`src/hdl/block_gating_pkg.sv`:
```
package block_gating_pkg;
  // register addresses (byte addresses of the 8-bit registers)
  localparam logic [15:0] SERIAL_PORT_DISABLE_ADDR = 16'hF02A;
  localparam logic [15:0] CONVERTER_DISABLE_ADDR   = 16'hF02C;
  localparam logic [15:0] TIMER_DISABLE_ADDR       = 16'hF02E;
  localparam logic [15:0] PWM_DISABLE_ADDR         = 16'hF02F;
  // reset value of every gating register
  localparam logic [7:0]  GATING_RESET             = 8'h00;
  // field positions, serial port register
  localparam int SYNC_SERIAL_OFF_BIT = 0;
  localparam int FIRST_UART_OFF_BIT  = 2;
  localparam int SECOND_UART_OFF_BIT = 3;
  localparam int I2C_SLAVE_OFF_BIT   = 6;
  localparam int I2C_MASTER_OFF_BIT  = 7;
  // field position, converter register
  localparam int ADC_OFF_BIT         = 0;
  // field positions, timer register
  localparam int TIMER_EIGHT_OFF_BIT = 0;
  localparam int TIMER_NINE_OFF_BIT  = 1;
  localparam int TIMER_A_OFF_BIT     = 2;
  localparam int TIMER_B_OFF_BIT     = 3;
  localparam int TIMER_E_OFF_BIT     = 6;
  localparam int TIMER_F_OFF_BIT     = 7;
  // field positions, pwm register
  localparam int PWM_C_OFF_BIT       = 0;
  localparam int PWM_D_OFF_BIT       = 1;
  localparam int PWM_E_OFF_BIT       = 2;
  localparam int PWM_F_OFF_BIT       = 3;
  // number of gated peripherals
  localparam int PERIPH_COUNT        = 16;
  // peripheral index on the gate vector
  localparam int IDX_SYNC_SERIAL = 0;
  localparam int IDX_FIRST_UART  = 1;
  localparam int IDX_SECOND_UART = 2;
  localparam int IDX_I2C_SLAVE   = 3;
  localparam int IDX_I2C_MASTER  = 4;
  localparam int IDX_ADC         = 5;
  localparam int IDX_TIMER_EIGHT = 6;
  localparam int IDX_TIMER_NINE  = 7;
  localparam int IDX_TIMER_A     = 8;
  localparam int IDX_TIMER_B     = 9;
  localparam int IDX_TIMER_E     = 10;
  localparam int IDX_TIMER_F     = 11;
  localparam int IDX_PWM_C       = 12;
  localparam int IDX_PWM_D       = 13;
  localparam int IDX_PWM_E       = 14;
  localparam int IDX_PWM_F       = 15;
endpackage

```
`src/hdl/periph_gate.sv`:
```
`timescale 1ns/1ps
// one peripheral's gate: reset, clock enable, write block and read substitution
module periph_gate (
  input  wire logic       clk_sys,
  input  wire logic       reset,
  input  wire logic       off,           // gating bit
  input  wire logic       wr_in,         // write strobe from software
  input  wire logic [7:0] rd_in,         // peripheral read data
  input  wire logic [7:0] rd_init,       // peripheral register initial value
  output logic            periph_reset,  // holds peripheral in reset
  output logic            clk_en,        // clock enable for glitch-free gate
  output logic            wr_out,        // filtered write strobe
  output logic [7:0]      rd_out         // read data seen by software
);
  // reset and clock stop are registered so they come straight from flops
  always_ff @(posedge clk_sys) begin
    if (reset) begin
      periph_reset <= 1'b1;
      clk_en       <= 1'b0;
    end else begin
      periph_reset <= off;
      clk_en       <= ~off;
    end
  end

  // writes die and reads show initial value while off
  always_comb begin
    wr_out = wr_in & ~off;
    rd_out = off ? rd_init : rd_in;
  end
endmodule // periph_gate

```
`src/hdl/peripheral_block_gating.sv`:
```
`timescale 1ns/1ps
// Contract
// - serial reg bit 0 disables sync serial
// - serial reg bit 2 disables first uart
// - serial reg bit 3 disables second uart
// - serial reg bit 6 disables i2c slave
// - serial reg bit 7 disables i2c master
// - converter reg bit 0 resets, stops adc
// - timer reg bits 0-3 disable timers 8,9,A,B
// - timer reg bits 6,7 disable timers E,F
// - pwm reg bits 0-3 disable pwm C-F
// - set bit holds peripheral in reset
// - set bit stops peripheral clock
// - set bit blocks peripheral register writes
// - set bit makes reads return initial values
// - registers 8-bit, read/write, reset to zero
// - system reset initializes all gating registers
module peripheral_block_gating (
  input  wire logic        clk_sys,
  input  wire logic        reset,
  input  wire logic [15:0] reg_addr,        // register address
  input  wire logic [7:0]  reg_wdata,       // write data
  input  wire logic        reg_write,       // write strobe
  input  wire logic        reg_read,        // read strobe
  output logic      [7:0]  reg_rdata,       // read data, cycle after strobe
  input  wire logic [15:0] periph_wr,       // per-peripheral write strobes
  input  wire logic [127:0] periph_rdata,   // per-peripheral read data, 8 bits each
  input  wire logic [127:0] periph_init,    // per-peripheral initial values
  output logic      [15:0] periph_reset,    // held reset per peripheral
  output logic      [15:0] periph_clk_en,   // clock enable per peripheral
  output logic      [15:0] periph_wr_gated, // filtered write strobes
  output logic      [127:0] periph_rdata_gated // read data for software
);
  // gating registers
  logic [7:0]  serial_port_disable;  // sync serial, uarts, i2c
  logic [7:0]  converter_disable;    // a/d converter
  logic [7:0]  timer_disable;        // timers
  logic [7:0]  pwm_disable;          // pwm channels
  logic [15:0] off;                  // per-peripheral disable vector
  logic [15:0] wr_comb;              // unregistered filtered writes
  logic [127:0] rd_comb;             // unregistered substituted reads

  // address match helper, used for write and read decode
  function automatic logic hit(input logic [15:0] a, input logic [15:0] r);
    return a == r;
  endfunction

  // register writes; all bits store, spare ones included
  always_ff @(posedge clk_sys) begin
    if (reset) begin
      serial_port_disable <= block_gating_pkg::GATING_RESET;
      converter_disable   <= block_gating_pkg::GATING_RESET;
      timer_disable       <= block_gating_pkg::GATING_RESET;
      pwm_disable         <= block_gating_pkg::GATING_RESET;
    end else if (reg_write) begin
      // full byte stored, spare bits read back only
      if (hit(reg_addr, block_gating_pkg::SERIAL_PORT_DISABLE_ADDR)) begin
        serial_port_disable <= reg_wdata;
      end
      if (hit(reg_addr, block_gating_pkg::CONVERTER_DISABLE_ADDR)) begin
        converter_disable <= reg_wdata;
      end
      if (hit(reg_addr, block_gating_pkg::TIMER_DISABLE_ADDR)) begin
        timer_disable <= reg_wdata;
      end
      if (hit(reg_addr, block_gating_pkg::PWM_DISABLE_ADDR)) begin
        pwm_disable <= reg_wdata;
      end
    end
  end

  // read port: data stands only in the cycle after the strobe
  always_ff @(posedge clk_sys) begin
    if (reset) begin
      reg_rdata <= 8'h00;
    end else if (reg_read) begin
      if (hit(reg_addr, block_gating_pkg::SERIAL_PORT_DISABLE_ADDR)) begin
        reg_rdata <= serial_port_disable;
      end else if (hit(reg_addr, block_gating_pkg::CONVERTER_DISABLE_ADDR)) begin
        reg_rdata <= converter_disable;
      end else if (hit(reg_addr, block_gating_pkg::TIMER_DISABLE_ADDR)) begin
        reg_rdata <= timer_disable;
      end else if (hit(reg_addr, block_gating_pkg::PWM_DISABLE_ADDR)) begin
        reg_rdata <= pwm_disable;
      end else begin
        // unmapped addresses read zero
        reg_rdata <= 8'h00;
      end
    end else begin
      reg_rdata <= 8'h00;
    end
  end

  // map documented bits onto the peripheral vector; spare bits unused
  always_comb begin
    off = '0;
    off[block_gating_pkg::IDX_SYNC_SERIAL] =
      serial_port_disable[block_gating_pkg::SYNC_SERIAL_OFF_BIT];
    off[block_gating_pkg::IDX_FIRST_UART] =
      serial_port_disable[block_gating_pkg::FIRST_UART_OFF_BIT];
    off[block_gating_pkg::IDX_SECOND_UART] =
      serial_port_disable[block_gating_pkg::SECOND_UART_OFF_BIT];
    off[block_gating_pkg::IDX_I2C_SLAVE] =
      serial_port_disable[block_gating_pkg::I2C_SLAVE_OFF_BIT];
    off[block_gating_pkg::IDX_I2C_MASTER] =
      serial_port_disable[block_gating_pkg::I2C_MASTER_OFF_BIT];
    off[block_gating_pkg::IDX_ADC] =
      converter_disable[block_gating_pkg::ADC_OFF_BIT];
    off[block_gating_pkg::IDX_TIMER_EIGHT] =
      timer_disable[block_gating_pkg::TIMER_EIGHT_OFF_BIT];
    off[block_gating_pkg::IDX_TIMER_NINE] =
      timer_disable[block_gating_pkg::TIMER_NINE_OFF_BIT];
    off[block_gating_pkg::IDX_TIMER_A] =
      timer_disable[block_gating_pkg::TIMER_A_OFF_BIT];
    off[block_gating_pkg::IDX_TIMER_B] =
      timer_disable[block_gating_pkg::TIMER_B_OFF_BIT];
    off[block_gating_pkg::IDX_TIMER_E] =
      timer_disable[block_gating_pkg::TIMER_E_OFF_BIT];
    off[block_gating_pkg::IDX_TIMER_F] =
      timer_disable[block_gating_pkg::TIMER_F_OFF_BIT];
    off[block_gating_pkg::IDX_PWM_C] = pwm_disable[block_gating_pkg::PWM_C_OFF_BIT];
    off[block_gating_pkg::IDX_PWM_D] = pwm_disable[block_gating_pkg::PWM_D_OFF_BIT];
    off[block_gating_pkg::IDX_PWM_E] = pwm_disable[block_gating_pkg::PWM_E_OFF_BIT];
    off[block_gating_pkg::IDX_PWM_F] = pwm_disable[block_gating_pkg::PWM_F_OFF_BIT];
  end

  // one gate per peripheral; reset and clock stop registered inside
  for (genvar g = 0; g < block_gating_pkg::PERIPH_COUNT; g++) begin : gate
    periph_gate u_gate (
      .clk_sys      (clk_sys),
      .reset        (reset),
      .off          (off[g]),
      .wr_in        (periph_wr[g]),
      .rd_in        (periph_rdata[g*8 +: 8]),
      .rd_init      (periph_init[g*8 +: 8]),
      .periph_reset (periph_reset[g]),
      .clk_en       (periph_clk_en[g]),
      .wr_out       (wr_comb[g]),
      .rd_out       (rd_comb[g*8 +: 8])
    );
  end

  // gated bus paths registered so top outputs come from flops;
  // costs one cycle of latency on the peripheral register path
  always_ff @(posedge clk_sys) begin
    if (reset) begin
      periph_wr_gated    <= '0;
      periph_rdata_gated <= '0;
    end else begin
      periph_wr_gated    <= wr_comb;
      periph_rdata_gated <= rd_comb;
    end
  end

  // true for any of the four gating register addresses
  function automatic logic mapped(input logic [15:0] a);
    return hit(a, block_gating_pkg::SERIAL_PORT_DISABLE_ADDR) ||
           hit(a, block_gating_pkg::CONVERTER_DISABLE_ADDR) ||
           hit(a, block_gating_pkg::TIMER_DISABLE_ADDR) ||
           hit(a, block_gating_pkg::PWM_DISABLE_ADDR);
  endfunction

  // per-peripheral checks, one set for every gate on the vector;
  // each looks one cycle back because every gate output is registered
  for (genvar k = 0; k < block_gating_pkg::PERIPH_COUNT; k++) begin : gate_check

  end
endmodule // peripheral_block_gating

```
`config.mk`:
```
export PLATFORM = sky130hd
export DESIGN_NAME = peripheral_block_gating
export DESIGN_NICKNAME = d
export VERILOG_FILES = /design/src/hdl/block_gating_pkg.sv /design/src/hdl/periph_gate.sv /design/src/hdl/peripheral_block_gating.sv
export SDC_FILE = /design/constraint.sdc
export NUM_CORES = 1
export LEC_CHECK = 0
export ABC_AREA = 1
export BUFFER_PORTS_ARGS = -buffer_cell sky130_fd_sc_hd__buf_2
export CAP_MARGIN = 25
export CORE_AREA = 2 2 190 192
export CTS_CLUSTER_SIZE = 20
export DETAILED_ROUTE_END_ITERATION = 10
export DIE_AREA = 0 0 192 194
export PLACE_DENSITY_LB_ADDON = 0.2
export SLEW_MARGIN = 10
export SYNTH_ARGS = -nofsm -noshare
export SYNTH_HDL_FRONTEND = slang
export SYNTH_SLANG_ARGS = --single-unit
```
`constraint.sdc`:
```
create_clock -name clk_sys -period 1.46 [get_ports clk_sys]
set_input_delay 0.073 -clock clk_sys [delete_from_list [all_inputs] [get_ports clk_sys]]
set_output_delay 0.073 -clock clk_sys [all_outputs]
set_load 0.05 [all_outputs]
```
==> results of run 1 <==
Yosys cell counts (2+ instances only):
cell	instances	area [sq um]
sky130_fd_sc_hd__a21oi_1	16	80.1
sky130_fd_sc_hd__buf_1	4	15.0
sky130_fd_sc_hd__buf_2	14	70.1
sky130_fd_sc_hd__buf_4	33	248
sky130_fd_sc_hd__clkbuf_1	17	63.8
sky130_fd_sc_hd__clkinv_4	2	17.5
sky130_fd_sc_hd__dfxtp_1	216	4320
sky130_fd_sc_hd__inv_1	48	180
sky130_fd_sc_hd__inv_2	3	11.3
sky130_fd_sc_hd__nand2_1	309	1160
sky130_fd_sc_hd__nand2_2	2	12.5
sky130_fd_sc_hd__nand3_1	136	681
sky130_fd_sc_hd__nand3_4	2	35.0
sky130_fd_sc_hd__nand3b_4	2	40.0
sky130_fd_sc_hd__nor2_1	61	229
sky130_fd_sc_hd__nor2_2	18	113
sky130_fd_sc_hd__nor2_4	4	45.0
sky130_fd_sc_hd__nor3_1	8	40.0
sky130_fd_sc_hd__o21ai_0	30	150
sky130_fd_sc_hd__o21ai_1	5	25.0
cells by family (layout without fill, tap and decap cells):
family,after synthesis,in the layout
AO/OA/AOI/OAI,51,51
buffers and inverters,125,893
flip-flops,216,216
other,0,3
AND/OR/NAND/NOR,546,546
worst paths after layout:
path | start | endpoint | slack, ns | cells after the start
min | reset | converter_disable[4] | 0.03 | 3
min reg2reg | converter_disable[5] | converter_disable[5] | 0.47 | 2
max | serial_port_disable[6] | periph_rdata_gated[26] | 0.11 | 4
max reg2reg | serial_port_disable[6] | periph_rdata_gated[26] | 0.11 | 4
worst max-delay path, delay by kind of cell (launching register included):
| kind | cells | cell delay (ns) |
|---|---|---|
| flip-flops | 1 | 0.38 |
| AND/OR/NAND/NOR | 2 | 0.17 |
| buffers and inverters | 2 | 0.74 |
report_power, final:
group	switching (mW)	internal, mW	total [mW]	leakage, nW
Combinational	1.61	1.06	2.67	5.10
Sequential	0.0571	6.16	6.21	1.79
Clock	2.56	4.06	6.63	0.442
Total	4.23	11.3	15.5	7.34
state kept, by name (all words and copies together) (netlist names):
name / cells
gate.u_gate.periph_reset: 16
timer_disable: 8
serial_port_disable: 8
periph_rdata_gated: 128
converter_disable: 8
pwm_disable: 8
periph_wr_gated: 16
gate.u_gate.clk_en: 16
reg_rdata: 8
per-stage QoR:
stage	instance area [sq um]	hold WS (ns)
4_1_cts	14200	0.00384
3_3_place_gp	10500	0.259
6_report	14200	0.0346
3_5_place_dp	10500	0.262
2_1_floorplan	7650	0.176
5_1_grt	14200	0.0424
timing repair:
item,CTS,global route
setup endpoints to repair,0,7
setup buffers,0,0
endpoints found under the hold margin,184,0
gates resized for setup,0,2
hold buffers,281,0
routing by layer:
metal / wire length (microns) / vias to the layer above / track usage / share of wire
li1: - / 4428 / - / -
met1: 12900 / 3876 / 0.181 / 0.40
met2: 15200 / 378 / 0.287 / 0.48
met3: 2370 / 87 / 0.0382 / 0.074
met4: 1430 / 0 / 0.0718 / 0.045
met5: 0 / - / 0 / 0
final cells by class:
cell class | instances | area (sq um) | share of cell area
inverters | 55 | 223 | 0.0157
repair buffers | 790 | 5480 | 0.386
diodes | 3 | 7.51 | 0.000529
clock inverters | 5 | 57.6 | 0.00406
well taps | 461 | 577 | 0.0407
clock buffers | 43 | 836 | 0.0589
flip-flops and latches | 216 | 4320 | 0.305
multi-input cells | 597 | 2680 | 0.189
==> results.json, run 1 <==
{
  "finalHoldViolCount": 0,
  "critical_path_class": "flip-flop to flip-flop",
  "cts-buffers-inserted": 27,
  "grt_pass1_wl_microns": 47300,
  "routabilityCongestion": 0.803,
  "htree_levels": 1,
  "die-height_microns": 194,
  "mostFrequentLayoutCells": "sky130_fd_sc_hd__buf_2 (483), sky130_fd_sc_hd__nand2_1 (309), sky130_fd_sc_hd__dlygate4sd3_1 (281)",
  "io_pins": 484,
  "num-nets-final": 1987,
  "dpl.cell_count": 1838,
  "area_growth_syn_to_layout_pct": 85.4,
  "critical_path.cell_chain": "buf_4 > nand3_1 > nand2_1 > dlygate4sd3_1",
  "yosys.area_share.adder": 0,
  "detailedRoute.firstIterationViolations": 339,
  "cts_num_sinks": 216,
  "critical_path.endpoint_type": "flip-flop",
  "ys_seq_area_frac": 0.565,
  "grt_antenna_before_repair": 3,
  "finalPower_mw": 15.5,
  "synth.yosys.warnings": 0,
  "final_layout_fill_cell_count": 3514,
  "wl_per_cell_microns": 14.7,
  "layout.core_utilization": 0.403,
  "timing.critical_path.arrival_ns": 1.82,
  "power_density_nw_per_um2": 1090,
  "critical_path.slowest_cell": "sky130_fd_sc_hd__dlygate4sd3_1",
  "critical_path_peak_fanout": 10,
  "final_clock_period_utilization_by_the_worst_path": 0.926,
  "num_vias": 8769,
  "maxSlewHeadroom": 0.661,
  "ys_async_sr_fraction": 0,
  "synthesis.nets": 1238,
  "global_route.usage.total": 0.161,
  "mux_cell_area_share_after_synthesis": 0,
  "io_buffer_count": 483,
  "clk_latency_ns": 0.53,
  "dp_slack_ns": 0.0623,
  "route.antenna.remaining_nets": 0,
  "cpPeakStageDelay_ns": 0.54,
  "layoutNonFillerInstCount": 2170,
  "clk_path_buf_depth": 3,
  "setup_crit_start_kind": "flip-flop",
  "buffer_type_at_the_clock_tree_root": "sky130_fd_sc_hd__clkbuf_16",
  "most_common_cell_after_layout_fill_and_taps_aside": "sky130_fd_sc_hd__buf_2",
  "synth_simple_gate_area_share": 0.316,
  "fp-row-count": 69,
  "synth_compound_area_frac": 0.0334,
  "timing.hold.worst.class": "primary input to flip-flop",
  "worst_clock_skew_ns": 0.0133,
  "fin_ws_ns": 0.108,
  "first_global_vias": 9010,
  "grt_remaining_overflow": 0,
  "synth_top_flop_cell": "sky130_fd_sc_hd__dfxtp_1",
  "yosys.cell_types.count": 28,
  "path_clk_slew_ns": 0.06,
  "post_drt_via_cell_ratio": 4.04,
  "die_x_microns": 192,
  "peakVddDrop_mv": 0.886,
  "dr.pass1.iters": 4,
  "status": "finished, final reports clean",
  "synth_top_family_by_area": "simple AND/OR/NAND/NOR gates",
  "maxCapViolations": 0,
  "rsz0062_at_grt": "false",
  "hpwl_microns": 21700,
  "grt_start_max_net_pins": 65,
  "fp.dieArea_sq_um": 37200,
  "setup-violations-final": 0,
  "synth-xor-area-share": 0,
  "report.final.slew_viol_count": 0,
  "floorplan.initialDensity": 0.217,
  "syn_inst_count": 938,
  "worst-slew-pin-transition_ns": 0.508,
  "drive_above_1_share": 0.346,
  "drt_wl_total_microns": 31900,
  "ys_ff_latch": 216,
  "post_synth_instance_area_sq_um": 7650,
  "p_leak_nw": 7.34,
  "syn_area_per_cell_sq_um": 8.15,
  "min_period_ns": 1.35,
  "fin_tns_setup_ns": 0,
  "cts_tree": "yes",
  "drc_errors": 0,
  "worst_ep_required_time_ns": 1.93,
  "fp.coreArea_sq_um": 35200,
  "clock.fmax_ghz": 0.740,
  "synth-edff-count": 0
}
Note: power is estimated with default switching activity, not from simulation.
==> run 2: changes to the inputs <==
- CTS_CLUSTER_SIZE: 20 -> 10
- RECOVER_POWER: not set -> 50
==> results.json, run 2 (synthesis results as in run 1) <==
{
  "status": "finished, final reports clean",
  "fp.dieArea_sq_um": 37200,
  "clock.fmax_ghz": 0.735,
  "worst-r2r-setup-slack_ns": 0.10,
  "largest_register_ff_count": 128,
  "route.antenna.remaining_nets": 0,
  "ff2ff_path_depth": 4,
  "grt_antenna_before_repair": 3,
  "routabilityCongestion": 0.803,
  "report.final.slew_viol_count": 0,
  "p_leak_nw": 7.21,
  "maxSlewHeadroom": 0.462,
  "cts_tree": "yes",
  "buffer_type_at_the_clock_tree_root": "sky130_fd_sc_hd__clkbuf_16",
  "rr_startpoint": "serial_port_disable[6]",
  "drive_above_1_share": 0.327,
  "io_buffer_count": 483,
  "final_clock_period_utilization_by_the_worst_path": 0.931,
  "fp-row-count": 69,
  "die-height_microns": 194,
  "num_vias": 8789,
  "min_period_ns": 1.36,
  "placed_cell_area_sq_um": 10500,
  "worstReg2RegEnd": "periph_rdata_gated[26]",
  "setup_crit_start_kind": "flip-flop",
  "grt_pass1_wl_microns": 47300,
  "peakVddDrop_mv": 0.862,
  "cts_num_sinks": 216,
  "worst_clock_skew_ns": 0.0111,
  "timing.hold.worst.class": "primary input to flip-flop",
  "fp.coreArea_sq_um": 35200,
  "critical_path_class": "flip-flop to flip-flop",
  "holdPathEnd": "converter_disable[4]",
  "io_pins": 484,
  "rsz0062_at_grt": "false",
  "wl_per_cell_microns": 14.8,
  "registers.top_by_ff_count": "periph_rdata_gated",
  "clk_path_buf_depth": 3,
  "mostFrequentLayoutCells": "sky130_fd_sc_hd__buf_2 (481), sky130_fd_sc_hd__nand2_1 (309), sky130_fd_sc_hd__dlygate4sd3_1 (281)",
  "fin_tns_setup_ns": 0,
  "area_growth_syn_to_layout_pct": 82.0,
  "cts_setup_buffers": 0,
  "critical_path.endpoint_type": "flip-flop",
  "drt_wl_total_microns": 32000,
  "num-nets-final": 1987,
  "critical_path.slowest_cell": "sky130_fd_sc_hd__dlygate4sd3_1",
  "hpwl_microns": 21700,
  "clk_latency_ns": 0.53,
  "worstHoldPathCells": 3,
  "path_clk_slew_ns": 0.06,
  "maxCapViolations": 0,
  "layout.cell_area.non_filler_sq_um": 13900,
  "worst-slew-pin-transition_ns": 0.803,
  "post_drt_via_cell_ratio": 4.07,
  "finalHoldViolCount": 0,
  "dpl.cell_count": 1838,
  "grt_start_max_net_pins": 65,
  "die_x_microns": 192,
  "htree_levels": 1,
  "cp_num_buf_inv": 2,
  "setup-violations-final": 0,
  "final_layout_fill_cell_count": 3552,
  "drc_errors": 0,
  "floorplan.initialDensity": 0.217,
  "detailedRoute.firstIterationViolations": 369,
  "global_route.usage.total": 0.161,
  "cpLargestDelayFamily": "buffers and inverters",
  "timing.critical_path.arrival_ns": 1.82,
  "cpPeakStageDelay_ns": 0.54,
  "first_global_vias": 8973,
  "critical_path_peak_fanout": 10,
  "worst_ep_required_time_ns": 1.92,
  "critical_path.cell_chain": "buf_4 > nand3_1 > nand2_1 > dlygate4sd3_1",
  "cts-buffers-inserted": 27,
  "grt_remaining_overflow": 0,
  "most_common_cell_after_layout_fill_and_taps_aside": "sky130_fd_sc_hd__buf_2",
  "holdCritStartpoint": "reset",
  "layoutNonFillerInstCount": 2162,
  "power_density_nw_per_um2": 1070,
  "dr.pass1.iters": 5,
  "layout.core_utilization": 0.395
}
run 2: cell types whose count changed in the layout (fill, tap and decap cells not counted), sizes merged:
| cell | previous run | this run |
|---|---|---|
| buf | 509 | 506 |
| clkbuf | 43 | 39 |
| clkinv | 7 | 3 |
| clkinvlp | 0 | 3 |
run 2: repair_timing:
action | CTS | global route
endpoints found under the hold margin | 184 | 0
setup endpoints to repair | 0 | 7
hold buffers | 281 | 0
gates resized for setup | 0 | 2
run 2: final cells by class:
type | count | area (sq um) | share of cell area
repair buffers | 790 | 5470 | 0.393
well taps | 461 | 577 | 0.0414
multi-input cells | 597 | 2570 | 0.184
flip-flops and latches | 216 | 4320 | 0.311
diodes | 3 | 7.51 | 0.000539
clock buffers | 36 | 709 | 0.0510
clock inverters | 4 | 47.5 | 0.00342
inverters | 55 | 215 | 0.0155
run 2: power breakdown:
part / internal, mW / total (mW) / switching (mW)
clock: 3.52 / 6.00 / 2.48
combinational: 1.06 / 2.66 / 1.61
sequential: 6.16 / 6.21 / 0.0571
total: 10.7 / 14.9 / 4.15
run 2: worst reg2reg max path, cell delays in order, from the launching register on:
cell and delay, ns:
sky130_fd_sc_hd__dfxtp_1 0.38, sky130_fd_sc_hd__buf_4 0.21, sky130_fd_sc_hd__nand3_1 0.10, sky130_fd_sc_hd__nand2_1 0.07, sky130_fd_sc_hd__dlygate4sd3_1 0.54
run 2: how the worst max path moves through the flow:
stage / from / end / slack (ns) / depth (start not counted)
5_1_grt: timer_disable[3] / periph_wr_gated[9] / 0.02 / 3
2_1_floorplan: reg_addr[11] / reg_rdata[3] / 0.38 / 10
6_report: serial_port_disable[6] / periph_rdata_gated[26] / 0.10 / 4
4_1_cts: serial_port_disable[6] / periph_rdata_gated[24] / 0.02 / 4
3_5_place_dp: reg_addr[11] / serial_port_disable[2] / 0.06 / 10
3_3_place_gp: reg_addr[11] / serial_port_disable[7] / 0.10 / 10
run 2: metrics by stage:
step | worst slack [ns] | total power, mW | hold slack [ns]
2_1_floorplan | 0.383 | 7.64 | 0.176
5_1_grt | 0.0218 | 15.5 | 0.0304
3_3_place_gp | 0.104 | 8.40 | 0.259
4_1_cts | 0.0195 | 15.1 | 0.00687
3_5_place_dp | 0.0623 | 8.40 | 0.262
6_report | 0.100 | 14.9 | 0.0246
run 2: per-layer routing:
layer,part of all wire,track usage,vias up
li1,-,-,4425
met1,0.40,0.181,3895
met2,0.48,0.288,386
met3,0.074,0.0389,83
met4,0.043,0.0704,0
met5,0,0,-
